--- src/can_cfg_pkg.sv ---
// constants, types and register map of the controller setup block
package can_cfg_pkg;

	// register port widths
	localparam int REG_AW = 8;
	localparam int REG_DW = 8;

	// register offsets
	localparam logic [7:0] OFS_RX_BUFFER0_CONTROL     = 8'h00;
	localparam logic [7:0] OFS_BUFFER_PIN_CONTROL     = 8'h01;
	localparam logic [7:0] OFS_TX_REQUEST_PIN_CONTROL = 8'h02;
	localparam logic [7:0] OFS_MAIN_CONTROL_REGISTER  = 8'h03;
	localparam logic [7:0] OFS_MODE_STATUS            = 8'h04;
	localparam logic [7:0] OFS_BIT_TIMING_CONFIG_1    = 8'h05;
	localparam logic [7:0] OFS_BIT_TIMING_CONFIG_2    = 8'h06;
	localparam logic [7:0] OFS_BIT_TIMING_CONFIG_3    = 8'h07;
	localparam logic [7:0] OFS_INTERRUPT_ENABLE_MASK  = 8'h08;
	localparam logic [7:0] OFS_INTERRUPT_FLAGS        = 8'h09;

	// rx_buffer0_control fields
	localparam int RX_ROLLOVER_BIT = 2;
	// buffer_pin_control fields
	localparam int BUF1_PIN_LEVEL_BIT = 5;
	localparam int BUF0_PIN_LEVEL_BIT = 4;
	localparam int BUF1_PIN_ENABLE_BIT = 3;
	localparam int BUF0_PIN_ENABLE_BIT = 2;
	localparam int BUF1_PIN_FUNCTION_BIT = 1;
	localparam int BUF0_PIN_FUNCTION_BIT = 0;
	// tx_request_pin_control: mode bits 2..0, pin levels 5..3
	localparam int TX_REQ_MODE_LSB = 0;
	localparam int TX_REQ_LEVEL_LSB = 3;
	// main_control_register fields
	localparam int REQ_OP_LSB = 5;
	localparam int CLK_OUT_ENABLE_BIT = 2;
	localparam int CLK_OUT_PRESCALE_LSB = 0;
	// mode_status field
	localparam int CUR_OP_LSB = 5;
	// bit timing fields
	localparam int JUMP_WIDTH_LSB = 6;
	localparam int PHASE_TWO_SOURCE_BIT = 7;
	localparam int TRIPLE_SAMPLE_BIT = 6;
	localparam int PHASE_ONE_LSB = 3;
	localparam int PROPAGATION_LSB = 0;
	localparam int WAKE_FILTER_BIT = 6;
	localparam int PHASE_TWO_LSB = 0;

	// interrupt flag and enable bit positions
	localparam int INT_MSG_ERROR = 7;
	localparam int INT_WAKE = 6;
	localparam int INT_ERROR_CHANGE = 5;
	localparam int INT_TX2_EMPTY = 4;
	localparam int INT_TX1_EMPTY = 3;
	localparam int INT_TX0_EMPTY = 2;
	localparam int INT_RX1_FULL = 1;
	localparam int INT_RX0_FULL = 0;

	// requested_operation encodings
	localparam logic [2:0] OP_NORMAL = 3'h0;
	localparam logic [2:0] OP_SLEEP = 3'h1;
	localparam logic [2:0] OP_LOOPBACK = 3'h2;
	localparam logic [2:0] OP_LISTEN = 3'h3;
	localparam logic [2:0] OP_CONFIG = 3'h4;

	// reset values
	localparam logic [7:0] RST_MAIN_CONTROL = 8'h87;
	localparam logic [7:0] RST_ZERO = 8'h00;

	// time quantum limits
	localparam logic [3:0] PHASE_TWO_MIN_TQ = 4'h2;

	// wake filter length, in clock cycles
	localparam int WAKE_FILTER_CYCLES = 16;

	// operating modes
	typedef enum logic [2:0] {
		MODE_NORMAL,
		MODE_SLEEP,
		MODE_LOOPBACK,
		MODE_LISTEN,
		MODE_CONFIG
	} op_mode_e;

	// one register access request
	typedef struct packed {
		logic [REG_AW-1:0] addr;
		logic [REG_DW-1:0] wdata;
		logic              wr;
		logic              rd;
	} reg_req_s;

	// decoded bit timing, lengths in time quanta
	typedef struct packed {
		logic [3:0] jump_width;
		logic [3:0] propagation;
		logic [3:0] phase_one;
		logic [3:0] phase_two;
		logic       triple_sample;
	} bit_timing_s;

endpackage : can_cfg_pkg

--- src/clock_output_pin_divider.sv ---
// clock-output prescaler: toggles its output every 2**prescale cycles
`timescale 1ns/10ps
module clock_output_pin_divider import can_cfg_pkg::*; (
	// clock and reset
	input  wire logic       ref_clk,
	input  wire logic       rst,
	// setup
	input  wire logic       enable,
	input  wire logic [1:0] prescale,
	// divided clock
	output logic            clk_out
);

	logic [2:0] cnt;       // half-period counter
	logic [2:0] next_cnt;
	logic       next_clk_out;
	logic [2:0] half_last; // last count of a half period

	////////////////////////////////////////////////////////////////////////
	// next count and output level
	always_comb begin
		half_last = 3'(({2'h0, 1'b1} << prescale) - 3'h1);
		next_cnt = cnt;
		next_clk_out = clk_out;
		if (!enable) begin
			// stopped: held low
			next_cnt = 3'h0;
			next_clk_out = 1'b0;
		end else if (cnt >= half_last) begin
			next_cnt = 3'h0;
			next_clk_out = ~clk_out;
		end else begin
			next_cnt = 3'(cnt + 3'h1);
		end
	end

	// register
	always_ff @(posedge ref_clk or posedge rst) begin
		if (rst) begin
			cnt <= 3'h0;
			clk_out <= 1'b0;
		end else begin
			cnt <= next_cnt;
			clk_out <= next_clk_out;
		end
	end

endmodule : clock_output_pin_divider

--- src/can_controller_setup_regs.sv ---
// configuration, mode and pin control registers of the CAN controller
// Operation
// - rollover sends message to buffer one
// - buffer-one pin: off, loaded flag, GPIO
// - buffer-zero pin: same three choices
// - request pins readable as plain inputs
// - request pin starts its buffer's transmission
// - requested operation field selects mode
// - clock output disabled or divided oscillator
// - jump width one to four quanta
// - own phase two two to eight quanta
// - phase one one to eight quanta
// - propagation one to eight quanta
// - phase two source: field or max
// - sample once or three times
// - wake noise filter in sleep
// - enable bits 7..5: error, wake, flags
// - enable bits 4..0: tx empty, rx full
// - timing writable only in configuration mode
`timescale 1ns/10ps
module can_controller_setup_regs import can_cfg_pkg::*; #(
	parameter int FILTER_CYCLES = WAKE_FILTER_CYCLES
) (
	// clock and reset
	input  wire logic        ref_clk,
	input  wire logic        rst,
	// register port from the serial front end
	input  wire reg_req_s    reg_req,
	output logic [7:0]       reg_rdata,
	output logic             reg_rvalid,
	// protocol engine events
	input  wire logic        rx_msg_accept,
	input  wire logic [4:0]  engine_event,
	output logic [1:0]       rx_load,
	output logic             rx_overflow,
	output logic [2:0]       tx_start,
	// transmit-request pins, active low
	input  wire logic [2:0]  tx_req_pin_n,
	// receive-buffer-full pins: index 1 buf1, index 0 buf0
	output logic [1:0]       rx_buf_full_pin_out,
	output logic [1:0]       rx_buf_full_pin_oe,
	// clock output
	output logic             clock_output_pin,
	// bus receive input and filtered copy
	input  wire logic        can_rx_pin,
	output logic             can_rx_filtered,
	// interrupt and configuration outputs
	output logic             int_n,
	output logic [2:0]       op_mode,
	output bit_timing_s      bit_timing
);

	////////////////////////////////////////////////////////////////////////
	// helper functions

	// field value to length in quanta
	function automatic logic [3:0] tq_len(input logic [2:0] field);
		tq_len = {1'b0, field} + 4'h1;
	endfunction : tq_len

	// mode to its status encoding
	function automatic logic [2:0] mode_code(input op_mode_e m);
		case (m)
			MODE_NORMAL:   mode_code = OP_NORMAL;
			MODE_SLEEP:    mode_code = OP_SLEEP;
			MODE_LOOPBACK: mode_code = OP_LOOPBACK;
			MODE_LISTEN:   mode_code = OP_LISTEN;
			default:       mode_code = OP_CONFIG;
		endcase
	endfunction : mode_code

	////////////////////////////////////////////////////////////////////////
	// state

	logic [7:0] rx_ctrl, pin_ctrl, txr_ctrl, main_ctrl;  // software registers
	logic [7:0] timing1, timing2, timing3, int_mask, int_flags;
	logic [7:0] next_rx_ctrl, next_pin_ctrl, next_txr_ctrl, next_main_ctrl;
	logic [7:0] next_timing1, next_timing2, next_timing3, next_int_mask;
	logic [7:0] next_int_flags;
	op_mode_e   mode, next_mode;                           // current mode
	logic [2:0] txr_meta, txr_sync, txr_prev;              // request pin sync
	logic       rx_meta, rx_sync;                          // receive pin sync
	logic [7:0] next_rdata;
	logic [1:0] next_rx_load, next_pin_out, next_pin_oe;
	logic [2:0] next_tx_start;
	logic       next_overflow, next_int_n, next_rx_filtered;
	logic [7:0] filt_cnt, next_filt_cnt;                   // wake filter count
	bit_timing_s next_timing;
	logic       wr_hit;

	////////////////////////////////////////////////////////////////////////
	// register writes, mode control and interrupt flags
	always_comb begin
		next_rx_ctrl = rx_ctrl;
		next_pin_ctrl = pin_ctrl;
		next_txr_ctrl = txr_ctrl;
		next_main_ctrl = main_ctrl;
		next_timing1 = timing1;
		next_timing2 = timing2;
		next_timing3 = timing3;
		next_int_mask = int_mask;
		next_int_flags = int_flags;
		next_rx_load = 2'h0;
		next_overflow = 1'b0;
		wr_hit = reg_req.wr;
		// software writes
		if (wr_hit) begin
			case (reg_req.addr)
				OFS_RX_BUFFER0_CONTROL: next_rx_ctrl = reg_req.wdata;
				OFS_BUFFER_PIN_CONTROL: next_pin_ctrl = reg_req.wdata;
				// pin levels are read-only
				OFS_TX_REQUEST_PIN_CONTROL: next_txr_ctrl = {5'h00, reg_req.wdata[2:0]};
				OFS_MAIN_CONTROL_REGISTER:  next_main_ctrl = reg_req.wdata;
				OFS_BIT_TIMING_CONFIG_1: begin
					if (mode == MODE_CONFIG) next_timing1 = reg_req.wdata;
				end
				OFS_BIT_TIMING_CONFIG_2: begin
					if (mode == MODE_CONFIG) next_timing2 = reg_req.wdata;
				end
				OFS_BIT_TIMING_CONFIG_3: begin
					if (mode == MODE_CONFIG) next_timing3 = reg_req.wdata;
				end
				OFS_INTERRUPT_ENABLE_MASK: next_int_mask = reg_req.wdata;
				// write one to clear
				OFS_INTERRUPT_FLAGS: next_int_flags = int_flags & ~reg_req.wdata;
				default: ;
			endcase
		end
		if (rx_msg_accept) begin
			if (!int_flags[INT_RX0_FULL]) begin
				next_rx_load = 2'b01;
			end else if (rx_ctrl[RX_ROLLOVER_BIT] && !int_flags[INT_RX1_FULL]) begin
				next_rx_load = 2'b10;
			end else begin
				// no room: message dropped
				next_overflow = 1'b1;
			end
		end
		// events set flags; set wins over a same-cycle clear
		next_int_flags[INT_RX0_FULL] = next_int_flags[INT_RX0_FULL] | next_rx_load[0];
		next_int_flags[INT_RX1_FULL] = next_int_flags[INT_RX1_FULL] | next_rx_load[1];
		next_int_flags[7] = next_int_flags[7] | engine_event[4];
		next_int_flags[5:2] = next_int_flags[5:2] | engine_event[3:0];
		if (mode == MODE_SLEEP && can_rx_filtered && !next_rx_filtered) begin
			next_int_flags[INT_WAKE] = 1'b1;
		end
		case (main_ctrl[REQ_OP_LSB +: 3])
			OP_NORMAL:   next_mode = MODE_NORMAL;
			OP_SLEEP:    next_mode = MODE_SLEEP;
			OP_LOOPBACK: next_mode = MODE_LOOPBACK;
			OP_LISTEN:   next_mode = MODE_LISTEN;
			default:     next_mode = MODE_CONFIG;
		endcase
	end

	// register the control state
	always_ff @(posedge ref_clk or posedge rst) begin
		if (rst) begin
			rx_ctrl <= RST_ZERO;
			pin_ctrl <= RST_ZERO;
			txr_ctrl <= RST_ZERO;
			main_ctrl <= RST_MAIN_CONTROL;
			timing1 <= RST_ZERO;
			timing2 <= RST_ZERO;
			timing3 <= RST_ZERO;
			int_mask <= RST_ZERO;
			int_flags <= RST_ZERO;
			mode <= MODE_CONFIG;
			rx_load <= 2'h0;
			rx_overflow <= 1'b0;
		end else begin
			rx_ctrl <= next_rx_ctrl;
			pin_ctrl <= next_pin_ctrl;
			txr_ctrl <= next_txr_ctrl;
			main_ctrl <= next_main_ctrl;
			timing1 <= next_timing1;
			timing2 <= next_timing2;
			timing3 <= next_timing3;
			int_mask <= next_int_mask;
			int_flags <= next_int_flags;
			mode <= next_mode;
			rx_load <= next_rx_load;
			rx_overflow <= next_overflow;
		end
	end

	////////////////////////////////////////////////////////////////////////
	// pin synchronisers, two stages each
	always_ff @(posedge ref_clk or posedge rst) begin
		if (rst) begin
			txr_meta <= 3'h7;
			txr_sync <= 3'h7;
			txr_prev <= 3'h7;
			rx_meta <= 1'b1;
			rx_sync <= 1'b1;
		end else begin
			txr_meta <= tx_req_pin_n;
			txr_sync <= txr_meta;
			txr_prev <= txr_sync;
			rx_meta <= can_rx_pin;
			rx_sync <= rx_meta;
		end
	end

	////////////////////////////////////////////////////////////////////////
	// wake filter, pins, timing, interrupt and read data
	always_comb begin
		next_filt_cnt = 8'h00;
		next_rx_filtered = rx_sync;
		if (mode == MODE_SLEEP && timing3[WAKE_FILTER_BIT] && rx_sync != can_rx_filtered) begin
			next_rx_filtered = can_rx_filtered;
			next_filt_cnt = 8'(filt_cnt + 8'h01);
			if (filt_cnt >= 8'(FILTER_CYCLES - 1)) begin
				next_rx_filtered = rx_sync;
				next_filt_cnt = 8'h00;
			end
		end
		next_tx_start = 3'h0;
		if (mode != MODE_CONFIG && mode != MODE_SLEEP) begin
			next_tx_start = txr_prev & ~txr_sync & txr_ctrl[TX_REQ_MODE_LSB +: 3];
		end
		next_pin_oe[0] = pin_ctrl[BUF0_PIN_ENABLE_BIT];
		next_pin_out[0] = pin_ctrl[BUF0_PIN_FUNCTION_BIT] ? ~int_flags[INT_RX0_FULL]
			: pin_ctrl[BUF0_PIN_LEVEL_BIT];
		next_pin_oe[1] = pin_ctrl[BUF1_PIN_ENABLE_BIT];
		next_pin_out[1] = pin_ctrl[BUF1_PIN_FUNCTION_BIT] ? ~int_flags[INT_RX1_FULL]
			: pin_ctrl[BUF1_PIN_LEVEL_BIT];
		next_timing.jump_width = tq_len({1'b0, timing1[JUMP_WIDTH_LSB +: 2]});
		next_timing.propagation = tq_len(timing2[PROPAGATION_LSB +: 3]);
		next_timing.phase_one = tq_len(timing2[PHASE_ONE_LSB +: 3]);
		if (timing2[PHASE_TWO_SOURCE_BIT]) begin
			next_timing.phase_two = tq_len(timing3[PHASE_TWO_LSB +: 3]);
			if (next_timing.phase_two < PHASE_TWO_MIN_TQ) next_timing.phase_two = PHASE_TWO_MIN_TQ;
		end else if (next_timing.phase_one > PHASE_TWO_MIN_TQ) begin
			next_timing.phase_two = next_timing.phase_one;
		end else begin
			next_timing.phase_two = PHASE_TWO_MIN_TQ;
		end
		next_timing.triple_sample = timing2[TRIPLE_SAMPLE_BIT];
		next_int_n = ~|(int_flags & int_mask);
		// read mux
		next_rdata = 8'h00;
		case (reg_req.addr)
			OFS_RX_BUFFER0_CONTROL:     next_rdata = rx_ctrl;
			OFS_BUFFER_PIN_CONTROL:     next_rdata = pin_ctrl;
			OFS_TX_REQUEST_PIN_CONTROL: next_rdata = {2'h0, ~txr_sync, txr_ctrl[2:0]};
			OFS_MAIN_CONTROL_REGISTER:  next_rdata = main_ctrl;
			OFS_MODE_STATUS:            next_rdata = {mode_code(mode), 5'h00};
			OFS_BIT_TIMING_CONFIG_1:    next_rdata = timing1;
			OFS_BIT_TIMING_CONFIG_2:    next_rdata = timing2;
			OFS_BIT_TIMING_CONFIG_3:    next_rdata = timing3;
			OFS_INTERRUPT_ENABLE_MASK:  next_rdata = int_mask;
			OFS_INTERRUPT_FLAGS:        next_rdata = int_flags;
			default:                    next_rdata = 8'h00;
		endcase
	end

	// register pins and outputs
	always_ff @(posedge ref_clk or posedge rst) begin
		if (rst) begin
			filt_cnt <= 8'h00;
			can_rx_filtered <= 1'b1;
			tx_start <= 3'h0;
			rx_buf_full_pin_out <= 2'h0;
			rx_buf_full_pin_oe <= 2'h0;
			bit_timing <= '0;
			int_n <= 1'b1;
			op_mode <= OP_CONFIG;
			reg_rdata <= 8'h00;
			reg_rvalid <= 1'b0;
		end else begin
			filt_cnt <= next_filt_cnt;
			can_rx_filtered <= next_rx_filtered;
			tx_start <= next_tx_start;
			rx_buf_full_pin_out <= next_pin_out;
			rx_buf_full_pin_oe <= next_pin_oe;
			bit_timing <= next_timing;
			int_n <= next_int_n;
			op_mode <= mode_code(mode);
			reg_rdata <= reg_req.rd ? next_rdata : reg_rdata;
			reg_rvalid <= reg_req.rd;
		end
	end

	////////////////////////////////////////////////////////////////////////
	// clock output prescaler
	clock_output_pin_divider u_clock_output_pin (
		.ref_clk  (ref_clk),
		.rst      (rst),
		.enable   (main_ctrl[CLK_OUT_ENABLE_BIT]),
		.prescale (main_ctrl[CLK_OUT_PRESCALE_LSB +: 2]),
		.clk_out  (clock_output_pin)
	);

endmodule : can_controller_setup_regs

--- config.mk ---
export PLATFORM = sky130hd
export DESIGN_NAME = can_controller_setup_regs
export DESIGN_NICKNAME = d
export VERILOG_FILES = /design/src/can_cfg_pkg.sv /design/src/clock_output_pin_divider.sv /design/src/can_controller_setup_regs.sv
export SDC_FILE = /design/constraint.sdc
export NUM_CORES = 1
export LEC_CHECK = 0
export BUFFER_PORTS_ARGS = -buffer_cell sky130_fd_sc_hd__buf_4
export CORE_MARGIN = 4
export CORE_UTILIZATION = 35
export CTS_CLUSTER_DIAMETER = 200
export CTS_CLUSTER_SIZE = 24
export DETAILED_ROUTE_END_ITERATION = 8
export MAX_ROUTING_LAYER = met4
export PLACE_DENSITY_LB_ADDON = 0.12
export SETUP_SLACK_MARGIN = 0.15
export SLEW_MARGIN = 20
export SYNTH_ARGS = -nofsm -noshare
export SYNTH_HDL_FRONTEND = slang
export SYNTH_SLANG_ARGS = --single-unit
--- constraint.sdc ---
create_clock -name ref_clk -period 6.8 [get_ports ref_clk]
set_input_delay 1.7 -clock ref_clk [delete_from_list [all_inputs] [get_ports ref_clk]]
set_output_delay 1.7 -clock ref_clk [all_outputs]
set_load 0.01 [all_outputs]
==> results by group <==
Logic synthesis
  • Synth Instances: 438
  • Seq cells post-synth: 133
  • Top FF cell, synth: dfrtp_1
  • Fraction of registers with async set/reset: 100%
  • Register area share after synthesis: 59.0%
  • Synth unique cells: 54
  • Yosys warns: 0
  • Post-Syn Area: 5680 um^2
  • Post-synth EDFFs: 0
  • Syn_area_per_cell: 13.0 um^2

Layout
  • Layout Cells excl Fill: 745
  • Layout cells sized above 1: 38.9%
  • Area growth, synth to finish: 23.7%
  • Most frequent cells in the layout: dfrtp_1, buf_4, mux2_2
  • Fin nets: 556
  • Fillers: 1497
  • Fin util: 44.3%
  • Ant diodes: 0
  • Commonest non-fill, non-tap cell in the layout: dfrtp_1

Clock network
  • Max clock buf depth: 2
  • Post-cts repair resize count: 0
  • CTS root buf: clkbuf_16
  • TritonCTS Buffers: 17
  • H-tree Lvls: 4
  • Worst-Skew Late Latency: 420 ps
  • TritonCTS clock tree: yes
  • Setup Fix Bufs, Post-CTS: 0
  • Total clock sinks: 133
  • Worst-path clk slew: 60 ps
  • Cts hold-fix bufs: 0

Floorplanning
  • Total core area: 15900 um^2
  • Starting Density: 35.8%
  • Die Wd: 135 um
  • Die area: 18300 um^2
  • Rows: 46
  • I/O Pins: 72
  • Chip height: 135 um

Critical path
  • Crit path buf inv count: 1
  • Class of the most critical setup path: in -> reg
  • Kind of end point of the critical path: flip-flop
  • Startpoint Class: primary input
  • R2r startpoint: main_ctrl[0]
  • Family with the most delay on the worst path: simple AND/OR/NAND/NOR gates
  • Worst stage delay on the critical path: 750 ps
  • Data required, critical path: 7100 ps
  • Crit path from: reg_req[15]
  • Worst-case reg-to-reg path depth: 7
  • Worst path slowest cell: nor4_4
  • Reg-to-Reg End: u_clock_output_pin.clk_out
  • Crit-path cells: buf_4, nor4_4, nand2_1, nor2_1, and3b_1, mux2_2
  • Arr. time, crit path: 3820 ps
  • R2R Setup Slk: 4920 ps
  • CP Max Fanout: 13

Global route
  • Initial antenna violation count: 0
  • Vias in the first global route: 3880
  • Gr usage total: 16.8%
  • First-pass GRT wire length: 22600 um
  • Largest net degree at the start of global routing: 89
  • GRT overflow: 0

Timing
  • Worst-Margin Slew: 834 ps
  • Crit share post-route: 51.7%
  • Slew Limit Headroom: 44.0%
  • Crit path time final: 3520 ps
  • Achievable Freq: 284 MHz
  • Worst Skew: 6.94 ps
  • Fin. Hold Viols: 0
  • Endpoints failing setup: 0
  • Hold Slack: 353 ps
  • RSZ-0062 raised after global routing: false
  • Final Slew Violations: 0
  • Setup TNS: 0 ps

Power and ir drop
  • Leak: 3.30 nW
  • Peak supply drop: 0.000197 V
  • PwrDens: 269 nW/um^2

Hold path
  • Worst Hold Class: reg -> reg
  • Hold Crit Start: txr_meta[2]
  • Worst hold path depth: 0
  • Hold EP: txr_sync[2]

Detailed routing
  • Number of DRC markers in iteration 0: 189
  • DRT Wirelength: 13900 um
  • Wirelength per Cell: 18.7 um
  • Vias per inst: 5.06
  • Pre-antenna DRT Iters: 7
  • DRC viols: 0
  • Via Count: 3766
  • Antenna-violating nets left: 0

Placed design
  • Inst Count DP: 713
  • Port Buffers: 70
  • Post-detail-place hpwl: 9870 um
  • Routability cong.: 0.845

Status
  • Outcome: completed

Flow run
  • Max-Cap Viols: 0
[per-stage QoR]
step,setup WS (ps),power [mW],instance area [um^2]
2_1_floorplan,1580,0.915,5700
3_3_place_gp,2920,0.969,6420
3_5_place_dp,2850,0.971,6420
4_1_cts,3290,1.92,7030
5_1_grt,3110,1.97,7030
6_report,3280,1.89,7030
[area by class of cell]
type                    count  area [um^2]  area share, %
multi-input cells         275         2190           31.2
flip-flops and latches    133         3350           47.7
inverters                  18         72.6           1.03
clock buffers              20          457           6.49
well taps                 216          270           3.84
repair buffers             71          533           7.58
clock inverters            12          153           2.17
[power by group]
part | switching (mW) | internal, mW | leakage [nW]
combinational | 0.0650 | 0.0469 | 1.30
clock | 0.343 | 0.596 | 0.300
sequential | 0.0205 | 0.823 | 1.71
[sequential cells by signal (all words and copies together) (netlist names), 2 cells and up]
signal,cells
filt_cnt,8
u_clock_output_pin.cnt,3
reg_rdata,8
op_mode,3
pin_ctrl,8
main_ctrl,8
timing1,8
txr_sync,3
rx_buf_full_pin_oe,2
mode,3
rx_ctrl,8
timing2,8
txr_ctrl,3
txr_prev,3
txr_meta,3
timing3,8
int_mask,8
rx_buf_full_pin_out,2
bit_timing,16
tx_start,3
rx_load,2
int_flags,8
[cells by family after synthesis]
kind of cell / Yosys count / share of synthesized area, %
flops: 133 / 59.0
simple gates: 106 / 11.0
mux: 74 / 15.1
compound gates: 72 / 8.76
buf+inv: 34 / 2.69
fa+ha+maj: 10 / 2.20
xor+xnor: 8 / 1.23
other cells: 1 / 0.0660
[synthesized netlist by cell type (3+ instances only)]
| cell type | count | area (um^2) |
|---|---|---|
| o22ai_1 | 6 | 37.5 |
| mux2i_1 | 7 | 70.1 |
| a221oi_1 | 5 | 43.8 |
| inv_1 | 18 | 67.6 |
| a22oi_1 | 18 | 135 |
| nor2_1 | 24 | 90.1 |
| a21oi_1 | 10 | 50.1 |
| nand2_1 | 22 | 82.6 |
| xnor2_1 | 4 | 35.0 |
| nand2_2 | 3 | 18.8 |
| mux2_2 | 64 | 721 |
| nand3_1 | 4 | 20.0 |
| dfstp_2 | 19 | 499 |
| nor3_1 | 8 | 40.0 |
| clkbuf_1 | 5 | 18.8 |
| dfrtp_1 | 114 | 2850 |
| nor2b_1 | 10 | 62.6 |
| ha_1 | 10 | 125 |
| o21ai_0 | 11 | 55.1 |
| xor2_1 | 4 | 35.0 |
| a31oi_1 | 4 | 25.0 |
| and3_1 | 3 | 18.8 |
| a21o_1 | 8 | 60.1 |
| buf_2 | 8 | 40.0 |
| mux4_2 | 3 | 67.6 |
| nand2b_1 | 7 | 43.8 |
[per-layer routing]
metal	wire length, um	track usage (%)	share of wire, %
met4	289	6.44	2.1
met5	0	-	0
met3	678	3.75	4.9
met2	6740	25.3	48
met1	6230	22.4	45
[worst max-delay path by stage]
stage,to,slack [ps],depth (start not counted)
2_1_floorplan,bit_timing[0],1580,1
3_3_place_gp,timing2[4],2920,6
3_5_place_dp,timing2[4],2850,6
4_1_cts,timing2[4],3290,6
5_1_grt,timing2[1],3110,6
6_report,timing2[4],3280,6
No activity file was read; power rests on OpenSTA's default activity.
